===== config.mk =====
export PLATFORM = sky130hd
export DESIGN_NAME = dmr_ctl_flat
export DESIGN_NICKNAME = d
export VERILOG_FILES = /design/src/dmr_pkg.sv /design/src/dmr_link_if.sv /design/src/dmr_ctl.sv /design/src/flat_wrapper.sv
export VERILOG_INCLUDE_DIRS = /design/src
export SDC_FILE = /design/constraint.sdc
export NUM_CORES = 1
export LEC_CHECK = 0
export ABC_AREA = 1
export ABC_CLOCK_PERIOD_IN_PS = 2700
export BUFFER_PORTS_ARGS = -buffer_cell sky130_fd_sc_hd__buf_4
export CAP_MARGIN = 20
export CORE_MARGIN = 2
export CORE_UTILIZATION = 54
export CTS_BUF_LIST = sky130_fd_sc_hd__clkbuf_4 sky130_fd_sc_hd__clkbuf_8
export CTS_CLUSTER_SIZE = 8
export DETAILED_ROUTE_END_ITERATION = 10
export GPL_TIMING_DRIVEN = 0
export PLACE_DENSITY = 0.84
export REMOVE_ABC_BUFFERS = 1
export SYNTH_ARGS = -nofsm -noshare
export SYNTH_HDL_FRONTEND = slang
export SYNTH_SLANG_ARGS = --single-unit

===== constraint.sdc =====
create_clock -name sys_clk -period 2.7 [get_ports sys_clk]
set_input_delay 0.27 -clock sys_clk [delete_from_list [all_inputs] [get_ports sys_clk]]
set_output_delay 0.27 -clock sys_clk [all_outputs]
set_load 0.02 [all_outputs]

===== src/dmr_params.svh =====
// Constants for the DRAM mode register two/three block
`ifndef DMR_PARAMS_SVH
`define DMR_PARAMS_SVH
// Mode register select codes on the bank address
`define DMR_BA_MODE_TWO     3'h2
`define DMR_BA_MODE_THREE   3'h3
// Mode register two fields
`define DMR_M2_CWD_LSB      3
`define DMR_M2_CWD_MSB      5
`define DMR_M2_ASR_BIT      6
`define DMR_M2_FDR_BIT      7
`define DMR_M2_WTT_LSB      9
`define DMR_M2_WTT_MSB      10
`define DMR_M2_RSVD_MASK    17'h13907
// Mode register three fields
`define DMR_M3_SEL_LSB      0
`define DMR_M3_SEL_MSB      1
`define DMR_M3_CRO_BIT      2
`define DMR_M3_RSVD_MASK    17'h13FF8
// Reset values
`define DMR_M2_RESET        17'h00000
`define DMR_M3_RESET        17'h00000
// Predefined calibration burst, bit 0 first
`define DMR_CAL_PATTERN     8'hAA
// Mode set and mode update delays in clock cycles
`define DMR_MODE_SET_CYC    4
`define DMR_MODE_UPD_CYC    12
// Offsets of the controller's own registers
`define DMR_OFF_CTRL        12'h000
`define DMR_OFF_M2          12'h004
`define DMR_OFF_M3          12'h008
`define DMR_OFF_STAT        12'h00C
`endif


===== src/dmr_pkg.sv =====
// Types shared by both ends of the mode register link
`default_nettype none
package dmr_pkg;
  typedef logic [16:0] dmr_mode_t;
  typedef logic [2:0]  dmr_bank_t;
  typedef enum logic [2:0]
  {
    DMR_IDLE = 3'h1,
    DMR_SEND = 3'h2,
    DMR_WAIT = 3'h4
  } dmr_ctl_e;
endpackage
`default_nettype wire


===== src/dmr_link_if.sv =====
// Command link between memory controller and DRAM mode logic
`default_nettype none
interface dmr_link_if;
  logic        modeSet;
  logic [2:0]  bankAddr;
  logic [16:0] addr;
  logic        allIdle;
  logic        readCmd;
  logic        writeBurst;
  logic        writeLevel;
  logic        rdValid;
  logic [7:0]  rdData;
  modport dev
  (
    input  modeSet, bankAddr, addr, allIdle, readCmd, writeBurst, writeLevel,
    output rdValid, rdData
  );
  modport ctl
  (
    output modeSet, bankAddr, addr, allIdle, readCmd, writeBurst, writeLevel,
    input  rdValid, rdData
  );
endinterface
`default_nettype wire


===== src/dmr_ctl.sv =====
// Controller side: AXI4-Lite registers that issue mode register sets
//
// Design decisions made here: the placing of the registers and register access over AXI4-Lite.
`default_nettype none
`include "dmr_params.svh"
module dmr_ctl
  import dmr_pkg::*;
(
  // Clock and reset
  input  wire logic        sys_clk,
  input  wire logic        rstn,
  // AXI4-Lite slave
  input  wire logic [11:0] s_axi_awaddr,
  input  wire logic        s_axi_awvalid,
  output logic             s_axi_awready,
  input  wire logic [31:0] s_axi_wdata,
  input  wire logic [3:0]  s_axi_wstrb,
  input  wire logic        s_axi_wvalid,
  output logic             s_axi_wready,
  output logic [1:0]       s_axi_bresp,
  output logic             s_axi_bvalid,
  input  wire logic        s_axi_bready,
  input  wire logic [11:0] s_axi_araddr,
  input  wire logic        s_axi_arvalid,
  output logic             s_axi_arready,
  output logic [31:0]      s_axi_rdata,
  output logic [1:0]       s_axi_rresp,
  output logic             s_axi_rvalid,
  input  wire logic        s_axi_rready,
  // Command link
  dmr_link_if.ctl          link,
  // Bank and traffic state from the rest of the controller
  input  wire logic        banksIdle,
  input  wire logic        readReq,
  input  wire logic        writeReq,
  input  wire logic        levelMode
);
  dmr_ctl_e    st_r;
  dmr_mode_t   m2_r;
  dmr_mode_t   m3_r;
  logic        goSel_r;
  logic        pend_r;
  logic [4:0]  wait_r;
  logic        awHeld_r;
  logic        wHeld_r;
  logic        wStrb0_r;
  logic [11:0] awAddr_r;
  logic [31:0] wData_r;
  logic        cal_r;
  logic        modeSet_r;
  logic [2:0]  ba_r;
  logic [16:0] ad_r;
  logic        doWrite;

  localparam logic [4:0] WAIT_CYC = 5'(`DMR_MODE_SET_CYC + `DMR_MODE_UPD_CYC);

  ////////////////////////////////////////////////////////////////////////
  // Write channel: address and data accepted in either order
  assign doWrite = awHeld_r && wHeld_r && !s_axi_bvalid;
  always_ff @(posedge sys_clk or negedge rstn)
  begin
    if (!rstn)
    begin
      awHeld_r <= 1'b0;
      wHeld_r  <= 1'b0;
      awAddr_r <= 12'h000;
      wData_r  <= 32'h00000000;
      wStrb0_r <= 1'b0;
      s_axi_bvalid <= 1'b0;
    end
    else
    begin
      if (s_axi_awvalid && s_axi_awready)
      begin
        awHeld_r <= 1'b1;
        awAddr_r <= s_axi_awaddr;
      end
      if (s_axi_wvalid && s_axi_wready)
      begin
        wHeld_r <= 1'b1;
        wData_r <= s_axi_wdata;
        // Strobe only stands with wvalid, so keep it with the data
        wStrb0_r <= s_axi_wstrb[0];
      end
      if (doWrite)
      begin
        awHeld_r     <= 1'b0;
        wHeld_r      <= 1'b0;
        s_axi_bvalid <= 1'b1;
      end
      else if (s_axi_bready)
        s_axi_bvalid <= 1'b0;
    end
  end
  assign s_axi_awready = !awHeld_r && !s_axi_bvalid;
  assign s_axi_wready  = !wHeld_r && !s_axi_bvalid;
  assign s_axi_bresp   = 2'h0;

  ////////////////////////////////////////////////////////////////////////
  // Registers; reserved bits forced to zero before they reach the link
  always_ff @(posedge sys_clk or negedge rstn)
  begin
    if (!rstn)
    begin
      m2_r    <= `DMR_M2_RESET;
      m3_r    <= `DMR_M3_RESET;
      goSel_r <= 1'b0;
      pend_r  <= 1'b0;
    end
    else
    begin
      if (doWrite && wStrb0_r && awAddr_r == `DMR_OFF_CTRL && st_r == DMR_IDLE)
      begin
        pend_r  <= 1'b1;
        goSel_r <= wData_r[0];
      end
      else if (st_r == DMR_SEND)
        pend_r <= 1'b0;
      if (doWrite && awAddr_r == `DMR_OFF_M2)
        m2_r <= wData_r[16:0] & ~`DMR_M2_RSVD_MASK;
      if (doWrite && awAddr_r == `DMR_OFF_M3)
        m3_r <= wData_r[16:0] & ~`DMR_M3_RSVD_MASK;
    end
  end

  ////////////////////////////////////////////////////////////////////////
  // Sequencer: issue only with banks idle, then hold off both delays
  always_ff @(posedge sys_clk or negedge rstn)
  begin
    if (!rstn)
    begin
      st_r      <= DMR_IDLE;
      wait_r    <= 5'h00;
      modeSet_r <= 1'b0;
      ba_r      <= 3'h0;
      ad_r      <= 17'h00000;
      cal_r     <= 1'b0;
    end
    else
    begin
      modeSet_r <= 1'b0;
      case (st_r)
        DMR_IDLE:
          if (pend_r && banksIdle)
            st_r <= DMR_SEND;
        DMR_SEND:
        begin
          modeSet_r <= 1'b1;
          ba_r      <= goSel_r ? `DMR_BA_MODE_THREE : `DMR_BA_MODE_TWO;
          // Never both refresh-rate bits at once; forced rate wins
          ad_r      <= goSel_r ? m3_r : (m2_r[`DMR_M2_FDR_BIT] ?
                       (m2_r & ~(17'h1 << `DMR_M2_ASR_BIT)) : m2_r);
          if (goSel_r)
            cal_r <= m3_r[`DMR_M3_CRO_BIT];
          wait_r <= WAIT_CYC;
          st_r   <= DMR_WAIT;
        end
        DMR_WAIT:
          if (wait_r == 5'h00)
            st_r <= DMR_IDLE;
          else
            wait_r <= wait_r - 5'h01;
        default:
          st_r <= DMR_IDLE;
      endcase
    end
  end

  // Traffic blocked during delays; only reads while readout is on
  assign link.modeSet    = modeSet_r;
  assign link.bankAddr   = ba_r;
  assign link.addr       = ad_r;
  assign link.allIdle    = banksIdle;
  assign link.readCmd    = readReq && st_r == DMR_IDLE && !pend_r;
  assign link.writeBurst = writeReq && st_r == DMR_IDLE && !pend_r && !cal_r;
  assign link.writeLevel = levelMode;

  ////////////////////////////////////////////////////////////////////////
  // Read channel; status shows sequencer state. Extended-range refresh
  // doubling is the refresh scheduler's job, set via mode two
  always_ff @(posedge sys_clk or negedge rstn)
  begin
    if (!rstn)
    begin
      s_axi_rvalid <= 1'b0;
      s_axi_rdata  <= 32'h00000000;
      s_axi_rresp  <= 2'h0;
    end
    else if (s_axi_arvalid && s_axi_arready)
    begin
      s_axi_rvalid <= 1'b1;
      s_axi_rresp  <= 2'h0;
      case (s_axi_araddr)
        `DMR_OFF_CTRL: s_axi_rdata <= {31'h0, goSel_r};
        `DMR_OFF_M2:   s_axi_rdata <= {15'h0, m2_r};
        `DMR_OFF_M3:   s_axi_rdata <= {15'h0, m3_r};
        `DMR_OFF_STAT: s_axi_rdata <= {27'h0, link.rdValid, cal_r, st_r};
        default:
        begin
          s_axi_rdata <= 32'h00000000;
          s_axi_rresp <= 2'h2;
        end
      endcase
    end
    else if (s_axi_rready)
      s_axi_rvalid <= 1'b0;
  end
  assign s_axi_arready = !s_axi_rvalid;
endmodule // dmr_ctl
`default_nettype wire


===== src/flat_wrapper.sv =====
// flat-port wrapper written by rule: the top's interface ports become plain ports
module dmr_ctl_flat import dmr_pkg::*;
  (sys_clk, rstn, s_axi_awaddr, s_axi_awvalid, s_axi_awready, s_axi_wdata, s_axi_wstrb, s_axi_wvalid, s_axi_wready, s_axi_bresp, s_axi_bvalid, s_axi_bready, s_axi_araddr, s_axi_arvalid, s_axi_arready, s_axi_rdata, s_axi_rresp, s_axi_rvalid, s_axi_rready, banksIdle, readReq, writeReq, levelMode, link_modeSet, link_bankAddr, link_addr, link_allIdle, link_readCmd, link_writeBurst, link_writeLevel, link_rdValid, link_rdData);
  dmr_link_if link_i ();
  input  wire logic sys_clk;
  input  wire logic rstn;
  input  wire logic [11:0] s_axi_awaddr;
  input  wire logic s_axi_awvalid;
  output logic s_axi_awready;
  input  wire logic [31:0] s_axi_wdata;
  input  wire logic [3:0] s_axi_wstrb;
  input  wire logic s_axi_wvalid;
  output logic s_axi_wready;
  output logic [1:0] s_axi_bresp;
  output logic s_axi_bvalid;
  input  wire logic s_axi_bready;
  input  wire logic [11:0] s_axi_araddr;
  input  wire logic s_axi_arvalid;
  output logic s_axi_arready;
  output logic [31:0] s_axi_rdata;
  output logic [1:0] s_axi_rresp;
  output logic s_axi_rvalid;
  input  wire logic s_axi_rready;
  input  wire logic banksIdle;
  input  wire logic readReq;
  input  wire logic writeReq;
  input  wire logic levelMode;
  output wire logic [$bits(link_i.modeSet)-1:0] link_modeSet;
  output wire logic [$bits(link_i.bankAddr)-1:0] link_bankAddr;
  output wire logic [$bits(link_i.addr)-1:0] link_addr;
  output wire logic [$bits(link_i.allIdle)-1:0] link_allIdle;
  output wire logic [$bits(link_i.readCmd)-1:0] link_readCmd;
  output wire logic [$bits(link_i.writeBurst)-1:0] link_writeBurst;
  output wire logic [$bits(link_i.writeLevel)-1:0] link_writeLevel;
  input wire logic [$bits(link_i.rdValid)-1:0] link_rdValid;
  input wire logic [$bits(link_i.rdData)-1:0] link_rdData;
  assign link_modeSet = link_i.modeSet;
  assign link_bankAddr = link_i.bankAddr;
  assign link_addr = link_i.addr;
  assign link_allIdle = link_i.allIdle;
  assign link_readCmd = link_i.readCmd;
  assign link_writeBurst = link_i.writeBurst;
  assign link_writeLevel = link_i.writeLevel;
  assign link_i.rdValid = link_rdValid;
  assign link_i.rdData = link_rdData;
  dmr_ctl u_core (.sys_clk(sys_clk), .rstn(rstn), .s_axi_awaddr(s_axi_awaddr), .s_axi_awvalid(s_axi_awvalid), .s_axi_awready(s_axi_awready), .s_axi_wdata(s_axi_wdata), .s_axi_wstrb(s_axi_wstrb), .s_axi_wvalid(s_axi_wvalid), .s_axi_wready(s_axi_wready), .s_axi_bresp(s_axi_bresp), .s_axi_bvalid(s_axi_bvalid), .s_axi_bready(s_axi_bready), .s_axi_araddr(s_axi_araddr), .s_axi_arvalid(s_axi_arvalid), .s_axi_arready(s_axi_arready), .s_axi_rdata(s_axi_rdata), .s_axi_rresp(s_axi_rresp), .s_axi_rvalid(s_axi_rvalid), .s_axi_rready(s_axi_rready), .link(link_i), .banksIdle(banksIdle), .readReq(readReq), .writeReq(writeReq), .levelMode(levelMode));
endmodule

# Word-level counts from Yosys, hierarchy flattened
# Index checks and enable logic that the tools add are counted.
totals:
  regBits: 113
  out_inout_bits: 66
  elab_cells: 89
classes:
  n_addsub: 1
  n_eq_ne: 11
  n_mux: 21
  n_reduce_logical: 37
op_table:
  columns: ["operator", "n"]
  rows:
  - ["one-hot mux 16 bit (4 select lines)", 1]
  - ["equality test 12 x 4 -> 1 bit (second input constant)", 3]
  - ["equality test 12 x 3 -> 1 bit (second input constant)", 2]
  - ["zero test 12 bit", 2]
  - ["logical AND 1 bit", 18]
  - ["2-to-1 mux 16 bit", 1]
  - ["2-to-1 mux 1 bit", 12]
  - ["nonzero test 2 bit", 6]
  - ["one-hot mux 5 bit (2 select lines)", 1]
  - ["one-hot mux 3 bit (3 select lines)", 1]
  - ["2-to-1 mux 8 bit", 1]
  - ["zero test 1 bit", 6]
  - ["2-to-1 mux 3 bit", 2]
  - ["AND reduction 2 bit", 3]
  - ["zero test 5 bit", 1]
  - ["2-to-1 mux 5 bit", 1]
  - ["subtractor 5 x 1 -> 5 bit (second input constant)", 1]
  - ["!= test 2 bit (second input constant)", 2]
  - ["OR reduction 4 bit", 1]
  - ["equality test 3 x 1 -> 1 bit (second input constant)", 1]
  - ["equality test 3 x 2 -> 1 bit (second input constant)", 1]
  - ["equality test 3 bit (second input constant)", 1]
  - ["2-to-1 mux 2 bit", 1]
  - ["!= test 2 x 1 -> 1 bit (second input constant)", 1]

# Depth between registers and ports, before layout
# Gate-level depths: netlist (run 1).
logic_depth:
  depth_word: 6
  depth_mapped: 10

# Worst setup path after synthesis (run 1)
# Ideal clock, no wire load.
synth_timing:
  kind: "register to register"
  from: "register u_core.s_axi_bvalid"
  to: "register u_core.awAddr_r[5]"
  arrival_ns: 1.495
  setup_slack_ns: 1.080
  path_stages_with_launch: 5
  n_path_buf: 1
  period_less_slack_ns: 1.620
  path_cell_list: "dfrtp_1 -> nor2_1 -> nand2_2 -> buf_6 -> mux2_4"
synth_between:
  elab_chain_cells: 3
synth_rtl:
  columns: ["item", "line_no", "source"]
  rows:
  - ["start, declared", "dmr_ctl.sv:21", "output logic s_axi_bvalid,"]
  - ["start signal, assigned", "dmr_ctl.sv:69", "s_axi_bvalid <= 1'b0;"]
  - ["start signal, assigned", "dmr_ctl.sv:89", "s_axi_bvalid <= 1'b1;"]
  - ["start signal, assigned", "dmr_ctl.sv:92", "s_axi_bvalid <= 1'b0;"]
  - ["zero test 1 bit", "dmr_ctl.sv:95", "assign s_axi_awready = !awHeld_r && !s_axi_bvalid;"]
  - ["logical AND 1 bit", "dmr_ctl.sv:95", null]
  - ["via s_axi_awready", "flat_wrapper.sv:9", "output logic s_axi_awready;"]
  - ["logical AND 1 bit", "dmr_ctl.sv:73", "if (s_axi_awvalid && s_axi_awready)"]
  - ["end signal, assigned", "dmr_ctl.sv:76", "awAddr_r <= s_axi_awaddr;"]
  - ["end, declared", "dmr_ctl.sv:47", "logic [11:0] awAddr_r;"]
# The timed path passes the listed nets, and every way through them passes these cells.
# A chain may end at the register's enable or synchronous reset.

# Worst setup path after layout (run 1)
layout_timing:
  from: "register u_core.st_r[0]"
  to: "register u_core.wait_r[1]"
layout_between:
  elab_chain_cells: 3
layout_rtl:
  columns: ["item", "line_no", "source"]
  rows:
  - ["start, declared", "dmr_ctl.sv:38", "dmr_ctl_e st_r;"]
  - ["start signal, assigned", "dmr_ctl.sv:132", "st_r <= DMR_IDLE;"]
  - ["start signal, assigned", "dmr_ctl.sv:145", "st_r <= DMR_SEND;"]
  - ["start signal, assigned", "dmr_ctl.sv:156", "st_r <= DMR_WAIT;"]
  - ["equality test 3 bit / equality test 3 x 2 -> 1 bit (equally long branches)", "dmr_ctl.sv:142", "case (st_r)"]
  - ["!= test 2 bit (no line) / nonzero test 2 bit (equally long branches)", null, null]
  - ["AND reduction 2 bit (no line)", null, null]
  - ["end signal, assigned", "dmr_ctl.sv:162", "wait_r <= wait_r - 5'h01;"]
  - ["end, declared", "dmr_ctl.sv:43", "logic [4:0] wait_r;"]
# Parallel ways exist; a longest one is shown, timed or not.

==> results of run 1 <==
[synthesized netlist by cell type, drive strengths merged]
| cell | number |
|---|---|
| o31ai | 8 |
| dfstp | 1 |
| a22o | 1 |
| dfrtp | 81 |
| ha | 1 |
| nand2 | 96 |
| conb | 1 |
| inv | 44 |
| xnor2 | 1 |
| o21ai | 31 |
| nor2 | 42 |
| or2 | 1 |
| nand3b | 1 |
| nor3 | 4 |
| clkbuf | 1 |
| mux2 | 11 |
| a21oi | 14 |
| nand3 | 31 |
| buf | 37 |
[cells in the final DEF, fill, tap and decap left out, drive strengths merged]
cell type / n
buf: 84
inv: 44
ha: 1
a22o: 1
mux2: 11
nand2: 96
conb: 29
nand3: 31
xnor2: 1
clkbuf: 11
dfrtp: 81
or2: 1
dfstp: 1
nand3b: 1
dlygate4sd3: 1
o21ai: 31
a21oi: 14
nor2: 42
o31ai: 8
nor3: 4
clkinv: 5
[flip-flops by register name (all words and copies together), names as in the netlist, 2 cells and up]
signal and flops:
u_core.st_r 3, u_core.s_axi_rdata 12, u_core.wait_r 5, u_core.awAddr_r 12, u_core.wData_r 12, u_core.m3_r 5, u_core.m2_r 9, u_core.link.addr 12
u_core.link.bankAddr 2
[routing by layer]
metal  track usage, %  vias to the layer above
li1                 -                     1418
met4             9.79                        0
met2             32.6                      101
met1             25.8                     1357
met5                0                        -
met3             3.89                       15
[worst max-delay path: cells and delay by family, from the launching register on]
family | cells | cell delay, ps
buffers and inverters | 1 | 50
AO/OA/AOI/OAI | 1 | 80
AND/OR/NAND/NOR | 3 | 1110
flip-flops | 1 | 570
[cell type report]
cell class              count  area [um^2]
repair buffers             85          661
multi-input cells         271         1360
clock buffers              11          151
flip-flops and latches     82         2050
inverters                  44          165
fillers                   541         2240
well taps                  80          100
clock inverters             5         28.8
[how the worst max path moves through the flow]
stage	slack (ps)	endpoint	depth (start not counted)
after floorplan	900	u_core.wStrb0_r	3
after global placement	830	u_core.wait_r[1]	5
after detailed placement	790	u_core.wait_r[1]	5
after CTS	770	u_core.wait_r[1]	5
after global routing	520	u_core.wait_r[2]	6
final	760	u_core.wait_r[1]	5
[where the power goes]
part | leakage, nW | internal [mW] | total, mW | switching, mW
registers | 1.06 | 1.46 | 1.59 | 0.134
logic | 1.28 | 0.317 | 0.754 | 0.438
clock network | 0.0988 | 0.380 | 0.800 | 0.420
[logic make-up after synthesis]
family          synth area share, %
buf+inv                        11.8
flops                          54.7
compound gates                 8.73
other cells                  0.0999
fa+ha+maj                     0.333
xor+xnor                      0.233
mux                            3.80
simple gates                   20.3
==> results list, run 1 <==
- The worst hold path terminates at u_core.s_axi_bvalid.
- For this design the top-level I/O count stands at 146.
- Final TNS setup: 0 ps
- For the pin with the worst max-slew slack, the measured transition is 820 ps.
- Routed wirelength normalized by instance count: 12.5 um
- The detailed router put a total of 3.11 mm of wire on met1.
- Clock-pin slew was measured on the worst setup and hold paths at 80 ps.
* # resized after CTS: 0
- The startpoint identified for the worst register-to-register timing path is u_core.st_r[0].
* Worst slack after detailed placement: 787 ps
- The total overflow left after global routing is 0.
- Total power divided by cell area: 696 nW/um^2
* FF-to-FF setup slack: 760 ps
* Vias in the first global route: 2639
- The run finished with clean final reports.
* Post-Route WL: 7.22 mm
- Endpoints failing setup: 0
- Post-Synthesis Cells: 407
* Antenna violations before repair: 0
- Ranked by total cell area, the synthesized netlist is headed by dfrtp_1 54%, nand2_1 9.4%, buf_4 6.2%.
- Drt first-iter violations: 157
* Slowest cell delay on critical path: 610 ps
- Cell area after synthesis: 3750 um^2
* Global-route usage over all layers: 20.1%
- Share of the cycle needed by the critical path after routing: 71.9%
- STA classifies the critical path endpoint as a register.
* Syn_area_per_cell: 9.22 um^2
- Depth of the worst register-to-register path: 5
- For this run, the top clock speed supported by timing is 515 MHz.
- Entering global routing, the biggest net connects 83 pins.
- Area after DPL: 4300 um^2
* Routed length on met2: 3.52 mm
- Buffers added to address setup during post-CTS repair amount to 0.
- Core Util, Final: 66.9%
- The first detailed-routing pass ran for 4 iterations.
* Library cell contributing the largest single delay on the critical path: nand3_1
* Number of register bits inferred by synthesis: 82
- The number of pins exceeding their max-slew limit in the final report came to 0.
- Sum of internal, switching and leakage power: 3.15 mW
* Vert. Die Dim: 87.4 um
- Final clock skew: 5.77 ps
* PortBufs: 83
- Static Leak: 2.44 nW
- Share of final-layout standard cells stronger than drive strength 1: 26.5%
- The worst hold path belongs to the class in -> reg.
* Via count normalized by instance count: 5.00
* Width of the die: 87.4 um
* Via count: 2891
- Fin area: 4520 um^2
- Clock tree from TritonCTS: built
- Antenna Nets Post-Route: 0
* Worst reg2reg path endpoint: u_core.wait_r[1]
- The clock reaches the later pin of the worst-skew pair after 340 ps.
- Final worst slack: 758 ps
- Yosys printed 0 warnings.
- Crit path launch: u_core.st_r[0]
- Of all cell types, the one taking the most synthesized area is dfrtp_1.
* DR top layer: met4
- Hold repair after CTS inserted 0 buffers.
* Worst hold slack: 105 ps
- Launch instance of the worst min-delay path: s_axi_bready
- Fin. Hold Viols: 0
- Share of the yosys chip area belonging to registers: 54.7%
- The clock passes through at most 2 buffers.
* Number of different library cells in the post-synthesis netlist: 32
- Clock sink count: 82
- The die covers 7630 um^2.
* Placeable core region: 6760 um^2
* CP Max Fanout: 25
- The worst hold path passes through 2 cells.
- By startpoint and endpoint, the worst setup path is classified as reg -> reg.
- 0 antenna diodes ended up in the layout.
- Row generation in the floorplan step produced 30 rows.
* Area delta synth->final: 20.4%
- Detail Placement HPWL: 5.29 mm
* Unrepaired setup endpoints after global routing: no
- Post-synth top area share: 54.0%
- Measured against its own limit, the worst slew margin works out to 45.2%.
- Counting tap cells, the placed design contains a total of 560 instances.
- Wire segments on met3 add up to 403 um in the final route.
- Global-route wire length before repair: 11.9 mm
* Remaining DRCs: 0
- The critical path goes through inv_1 -> nand3_1 -> nand2_1 -> nand3b_1 -> o21ai_0.
* Routability cong.: 0.823
* Starting Density: 55.6%
- Required time worst endpoint: 2920 ps
- The number of clock buffers added by TritonCTS is 9.
* Min Clock Period, post-route: 1940 ps
* Final layout net count: 574
- Depth of the CTS H-tree: 3
- Element type at the critical path start: register
- In this run the clock root is driven by a clkbuf_8.
* Max capacitance violation total: 0
* Crit path arrival time: 2160 ps
- Worst IR Drop VDD: 0.583 mV
- Non-filler instance count after layout: 578
Power figures use the tool's default switching activity.
==> run 2: changes to the inputs <==
- ABC_CLOCK_PERIOD_IN_PS: 2700 -> 1900
- CORE_UTILIZATION: 54 -> 50
- PLACE_DENSITY: 0.84 -> 0.79
- clock period: 2.7 -> 1.9 ns (I/O delays scaled with it)
==> results list, run 2 (synthesis gave the netlist of run 1 again) <==
* Result of the run: complete, no violations
- Measured slew at the worst slew-check pin: 779 ps
* Fin. Hold Viols: 0
- Share of final-layout standard cells stronger than drive strength 1: 26.7%
* Clock sink count: 82
- The later pin in the worst-skew pair is clocked with a latency of 340 ps.
- The critical path goes through inv_1 -> ha_1 -> inv_1 -> nor3_1 -> nand2_1 -> nand2_1 -> nand2_1 -> inv_1 -> nand2_1 -> o21ai_1.
- The number of global-route vias before repair came to 2774.
- Length of the first detailed-routing pass in iterations: 4
- Static timing analysis puts the maximum clock frequency at 610 MHz.
* Detail Placement HPWL: 5.22 mm
- Sum of internal, switching and leakage power: 4.62 mW
- Width of the die: 90.6 um
- Among the stages of the critical path, the cell type that occurs most often is nand2_1.
- Required time worst endpoint: 2170 ps
* Area delta synth->final: 22.0%
- Launch instance of the worst min-delay path: s_axi_rready
* Endpoints failing setup: 0
- During I/O placement, the number of pins put on the boundary was 146.
* Starting Density: 51.8%
- For this run, global-route usage on met3 was measured as 2.84%.
- Root Buffer: clkbuf_8
- Area after DPL: 4330 um^2
* Leading cell types in the layout, fill and taps excluded: 94 x nand2_1, 83 x buf_4, 81 x dfrtp_1
* Cts bufs inserted: 9
- By startpoint and endpoint, the worst setup path is classified as reg -> reg.
- The finished cells cover 4580 um^2.
- Across every metal layer, demand over resource in global routing totals 18.4%.
* Sum of buffers and inverters on the critical path: 3
- STA classifies the critical path endpoint as a register.
- Min Clock Period, post-route: 1640 ps
- After global routing, the most crowded layer is met2.
- Leftover overflow at the end of global routing: 0
- CP Max Fanout: 7
* Register clock-pin slew on the reported worst setup and hold paths: 80 ps
- TritonCTS built the clock tree.
* Max capacitance violation total: 0
- On the critical path, the stage with the largest delay is an instance of dfrtp_1.
* Kind of path behind the tightest hold check: in -> reg
* Via count normalized by instance count: 4.72
- Summed over all layers, the routed wires come to 7.21 mm.
* Remaining DRCs: 0
* Share of the cycle needed by the critical path after routing: 86.4%
- Met2 track demand over resource: 31.4%
* Depth of the CTS H-tree: 3
- The first global-routing pass estimated 12.4 mm of wire.
- Slowest cell delay on critical path: 370 ps
- The startpoint identified for the worst register-to-register timing path is u_core.wait_r[0].
* FF-to-FF setup slack: 260 ps
- Crit path arrival time: 1910 ps
- Via count: 2820
- The multi-input combinational cells in the finished layout cover a total of 1370 um^2.
* Hold Path Stages: 2
* Static Leak: 2.45 nW
* Most frequent standard cell in the layout excluding fill and tap cells: nand2_1
- In the final design database the tool counted 574 nets.
- Total power divided by cell area: 1010 nW/um^2
* GR met1 Demand/Resource: 23.8%
* Worst IR Drop VDD: 0.849 mV
* Crit path launch: u_core.wait_r[0]
- Measured against its own limit, the worst slew margin works out to 48.0%.
- Inst Count DP: 579
- The count of buffers added on input and output ports is 83.
* Element type at the critical path start: register
* Final clock skew: 8.65 ps
- Entering global routing, the biggest net connects 83 pins.
- Inserted Diodes: 0
- The congestion estimate from routability-driven global placement came to 0.769.
- The number of antenna violations at the first check in global routing is 0.
- The floorplan has 31 rows.
- Routed wirelength normalized by instance count: 12.1 um
- Maximum number of buffers from clock root to sink: 2
- Antenna Nets Post-Route: 0
* Drt first-iter violations: 169
- For the worst flop-to-flop path, the logic depth is 10.
* Die area: 8220 um^2
* Crit path max-delay family: simple AND/OR/NAND/NOR gates
* Number of inserted filler cells in the final layout: 607
- Setup repair after global routing left no endpoint under its margin.
- In this run the vertical extent of the chip is 90.6 um.
- Placeable core region: 7250 um^2
* Final worst slack: 259 ps
* Setup Fix Bufs, Post-CTS: 0
* Number of logic stages on the critical path including buffering: 10
- Worst hold slack: 31.7 ps
- Core Util, Final: 63.1%
- Max Transition Viols Final: 0
* Worst slack after detailed placement: 6.66 ps
- In the final layout, flip-flops and latches occupy 2050 um^2.
- Final TNS setup: 0 ps
- The count of cells in the finished layout, fillers not included, comes to 597.
run 2: changes by cell type in the layout (fill, tap and decap cells not counted):
cell / before / now
clkinv_2: 4 / 1
nand3_1: 28 / 27
nand3_2: 2 / 3
clkbuf_4: 0 / 3
clkinv_4: 1 / 0
bufinv_16: 0 / 1
run 2: path summary, 6_finish.rpt:
check | to
max in group asynchronous | u_core.st_r[0]
worst min-delay path | u_core.s_axi_rvalid
worst max register to register | u_core.wait_r[2]
worst max-delay path | u_core.wait_r[2]
worst min register to register | u_core.s_axi_rdata[4]
min in group asynchronous | u_core.awAddr_r[8]
run 2: metal layers:
layer / vias up / routed length [um]
met1: 1327 / 3150
met2: 85 / 3690
li1: 1406 / -
met5: - / 0
met3: 2 / 331
met4: 0 / 40
run 2: report_power, final:
group	internal, mW	switching, mW	total [mW]
clock network	0.723	0.582	1.31
logic	0.450	0.613	1.06
registers	2.07	0.176	2.25
total	3.25	1.37	4.62
run 2: cell type report:
cell class	instances	area share [%]
clock buffers	14	3.80
repair buffers	85	14.4
multi-input cells	271	29.8
clock inverters	2	0.765
flip-flops and latches	82	44.8
inverters	44	3.61
well taps	99	2.71
run 2: timing repair:
action,CTS,global route
hold buffers,0,1
hold endpoints to repair,0,81
resized for setup,0,1
endpoints found under the setup margin,0,14
run 2: worst register-to-register path: cells and delay by family (launching register included):
family                   cells  cell delay, ps
flip-flops                   1             370
buffers and inverters        3             320
adder cells (fa/ha/maj)      1             190
AO/OA/AOI/OAI                1              70
AND/OR/NAND/NOR              5             620
==> run 3: changes to the inputs <==
- RECOVER_POWER: default -> 25
==> results list, run 3 (synthesis gave the netlist of run 1 again) <==
* Critical path capture point type: register
- Endpoints failing setup: 0
- Drt first-iter violations: 163
- After clock tree synthesis, the clock-pin slew on the worst setup and hold paths is 80 ps.
* Leading cell types in the layout, fill and taps excluded: 94 x nand2_1, 81 x buf_4, 81 x dfrtp_1
- Post-CTS timing repair inserted 0 buffers for setup.
- Summed over all layers, the routed wires come to 7.20 mm.
* Antenna Nets Post-Route: 0
- PortBufs: 83
- The detailed router placed 2825 vias in this run.
* Share of final-layout standard cells stronger than drive strength 1: 26.3%
- In the final routed layout, each cell accounts on average for 12.1 um.
- The clock tree synthesis step divided the H-tree into 3 levels.
* Required time worst endpoint: 2170 ps
- Via count normalized by instance count: 4.73
* Starting Density: 51.8%
* Area taken by multi-input logic gates: 1370 um^2
- The net count of the finished layout is 574.
- The analysis attributes to cell leakage a power of 2.43 nW.
- Global-route usage over all layers: 18.4%
- In this run, CTS created clock tree buffers numbering 9.
* Fin. Hold Viols: 0
- The floorplan step defined a core boundary enclosing 7250 um^2.
* Share of the cycle needed by the critical path after routing: 86.2%
- Kind of path behind the tightest hold check: in -> reg
- Max capacitance violation total: 0
- The smallest clock period supported by the final layout is computed as 1640 ps.
- At the end of routability-driven placement, the weighted congestion stood at 0.769.
- Vert. Die Dim: 90.6 um
- Max Transition Viols Final: 0
* Critical Setup Path Class: reg -> reg
* IO Count: 146
* Global-route wire length before repair: 12.4 mm
- Most frequent standard cell in the layout excluding fill and tap cells: nand2_1
* Most Frequent Cell on Critical Path: nand2_1
* Number of inserted filler cells in the final layout: 609
- The tree is rooted in a clkbuf_8.
- Total power divided by cell area: 1010 nW/um^2
- The sequential cells in the finished layout cover a total of 2050 um^2.
- Worst slew slack as a fraction of its limit: 31.5%
- In the global route stage, met1 resource usage came out at 23.8%.
- TritonCTS built the clock tree.
- IR analysis of the VDD net gives a maximum drop of 0.848 mV.
- In this run the horizontal extent of the chip is 90.6 um.
- Detail Placement HPWL: 5.22 mm
- CP Max Fanout: 7
- Final clock skew: 8.82 ps
- Antenna violations before repair: 0
* Remaining DRCs: 0
- Inserted Diodes: 0
- The slowest stage of the critical path is the dfrtp_1 cell.
- Clock sink count: 82
* Leftover overflow at the end of global routing: 0
* Achievable frequency: 611 MHz
- For the final routed database, the setup TNS stands at 0 ps.
* Std-Cell Rows: 31
- At the end of the flow the core is filled with cells to 62.7%.
- Met2 track demand over resource: 31.4%
* Most heavily used metal layer in global routing: met2
- Element type at the critical path start: register
* Slowest cell delay on critical path: 370 ps
* Measured slew at the worst slew-check pin: 1030 ps
- The area growth from synthesis to layout is 21.2%.
* Result of the run: complete, no violations
- For met3 alone, demand over resource in global routing was 2.84%.
* Cells traversed along the worst timing path: inv_1 -> ha_1 -> inv_1 -> nor3_1 -> nand2_1 -> nand2_1 -> nand2_1 -> inv_1 -> nand2_1 -> o21ai_1
- Final hold analysis gives a worst-case slack of 30.7 ps.
- Unrepaired setup endpoints after global routing: no
- The number of global-route vias before repair came to 2774.
- Crit path arrival time: 1900 ps
* Maximum number of buffers from clock root to sink: 2
- The die covers 8220 um^2.
- Pin count of the biggest net entering global routing: 83
- Clock insertion delay at the later pin of the skew report: 340 ps
* Length of the first detailed-routing pass in iterations: 4
-- run 3: changes by cell type in the layout (fill, tap and decap cells not counted), sizes merged --
cell | before | now
clkbuf | 14 | 17
buf | 84 | 81
-- run 3: cell type report --
type                       instances  share of cell area, %
clock inverter                     2                  0.770
clock buffer                      14                   3.82
multi-input combinational        271                   30.0
sequential                        82                   45.1
tap                               99                   2.72
inverter                          44                   3.63
timing repair buffer              85                   13.9
-- run 3: metrics by stage --
stage	area [um^2]	instances	total power, mW	setup WS [ps]
6_report	4550	597	4.61	262
2_1_floorplan	3580	397	3.00	101
3_5_place_dp	4330	579	3.35	6.66
3_3_place_gp	4330	579	3.30	28.3
5_1_grt	4550	597	4.89	52.3
4_1_cts	4540	595	4.66	2.81
-- run 3: repair_timing --
item | 4_1_cts | 5_1_grt
gates resized for setup | 0 | 1
endpoints found under the hold margin | 0 | 81
hold buffers | 0 | 1
setup endpoints to repair | 0 | 14
-- run 3: layer usage --
metal,vias to the layer above,wire (um)
met3,2,370
met4,0,40
met5,-,0
met2,93,3640
li1,1407,-
met1,1323,3140
-- run 3: power breakdown --
part | total, mW | internal, mW | switching (mW)
Combinational | 1.06 | 0.443 | 0.612
Clock | 1.30 | 0.723 | 0.581
Sequential | 2.25 | 2.07 | 0.176
-- run 3: worst max-delay path: cells and delay by family (launching register included) --
kind            cells  cell delay [ps]
flops               1              370
buf+inv             3              320
simple gates        5              620
compound gates      1               70
fa+ha+maj           1              190
-- run 3: final timing paths --
check	cells after the start	startpoint	end	slack, ps
hold / removal	2	s_axi_rready	u_core.s_axi_rvalid	30
setup / recovery	10	u_core.wait_r[0]	u_core.wait_r[2]	260
hold reg to reg	2	u_core.s_axi_rdata[4]	u_core.s_axi_rdata[4]	490
max in group asynchronous	3	rstn	u_core.s_axi_rdata[6]	300
setup reg to reg	10	u_core.wait_r[0]	u_core.wait_r[2]	260
min in group asynchronous	2	rstn	u_core.awAddr_r[8]	250
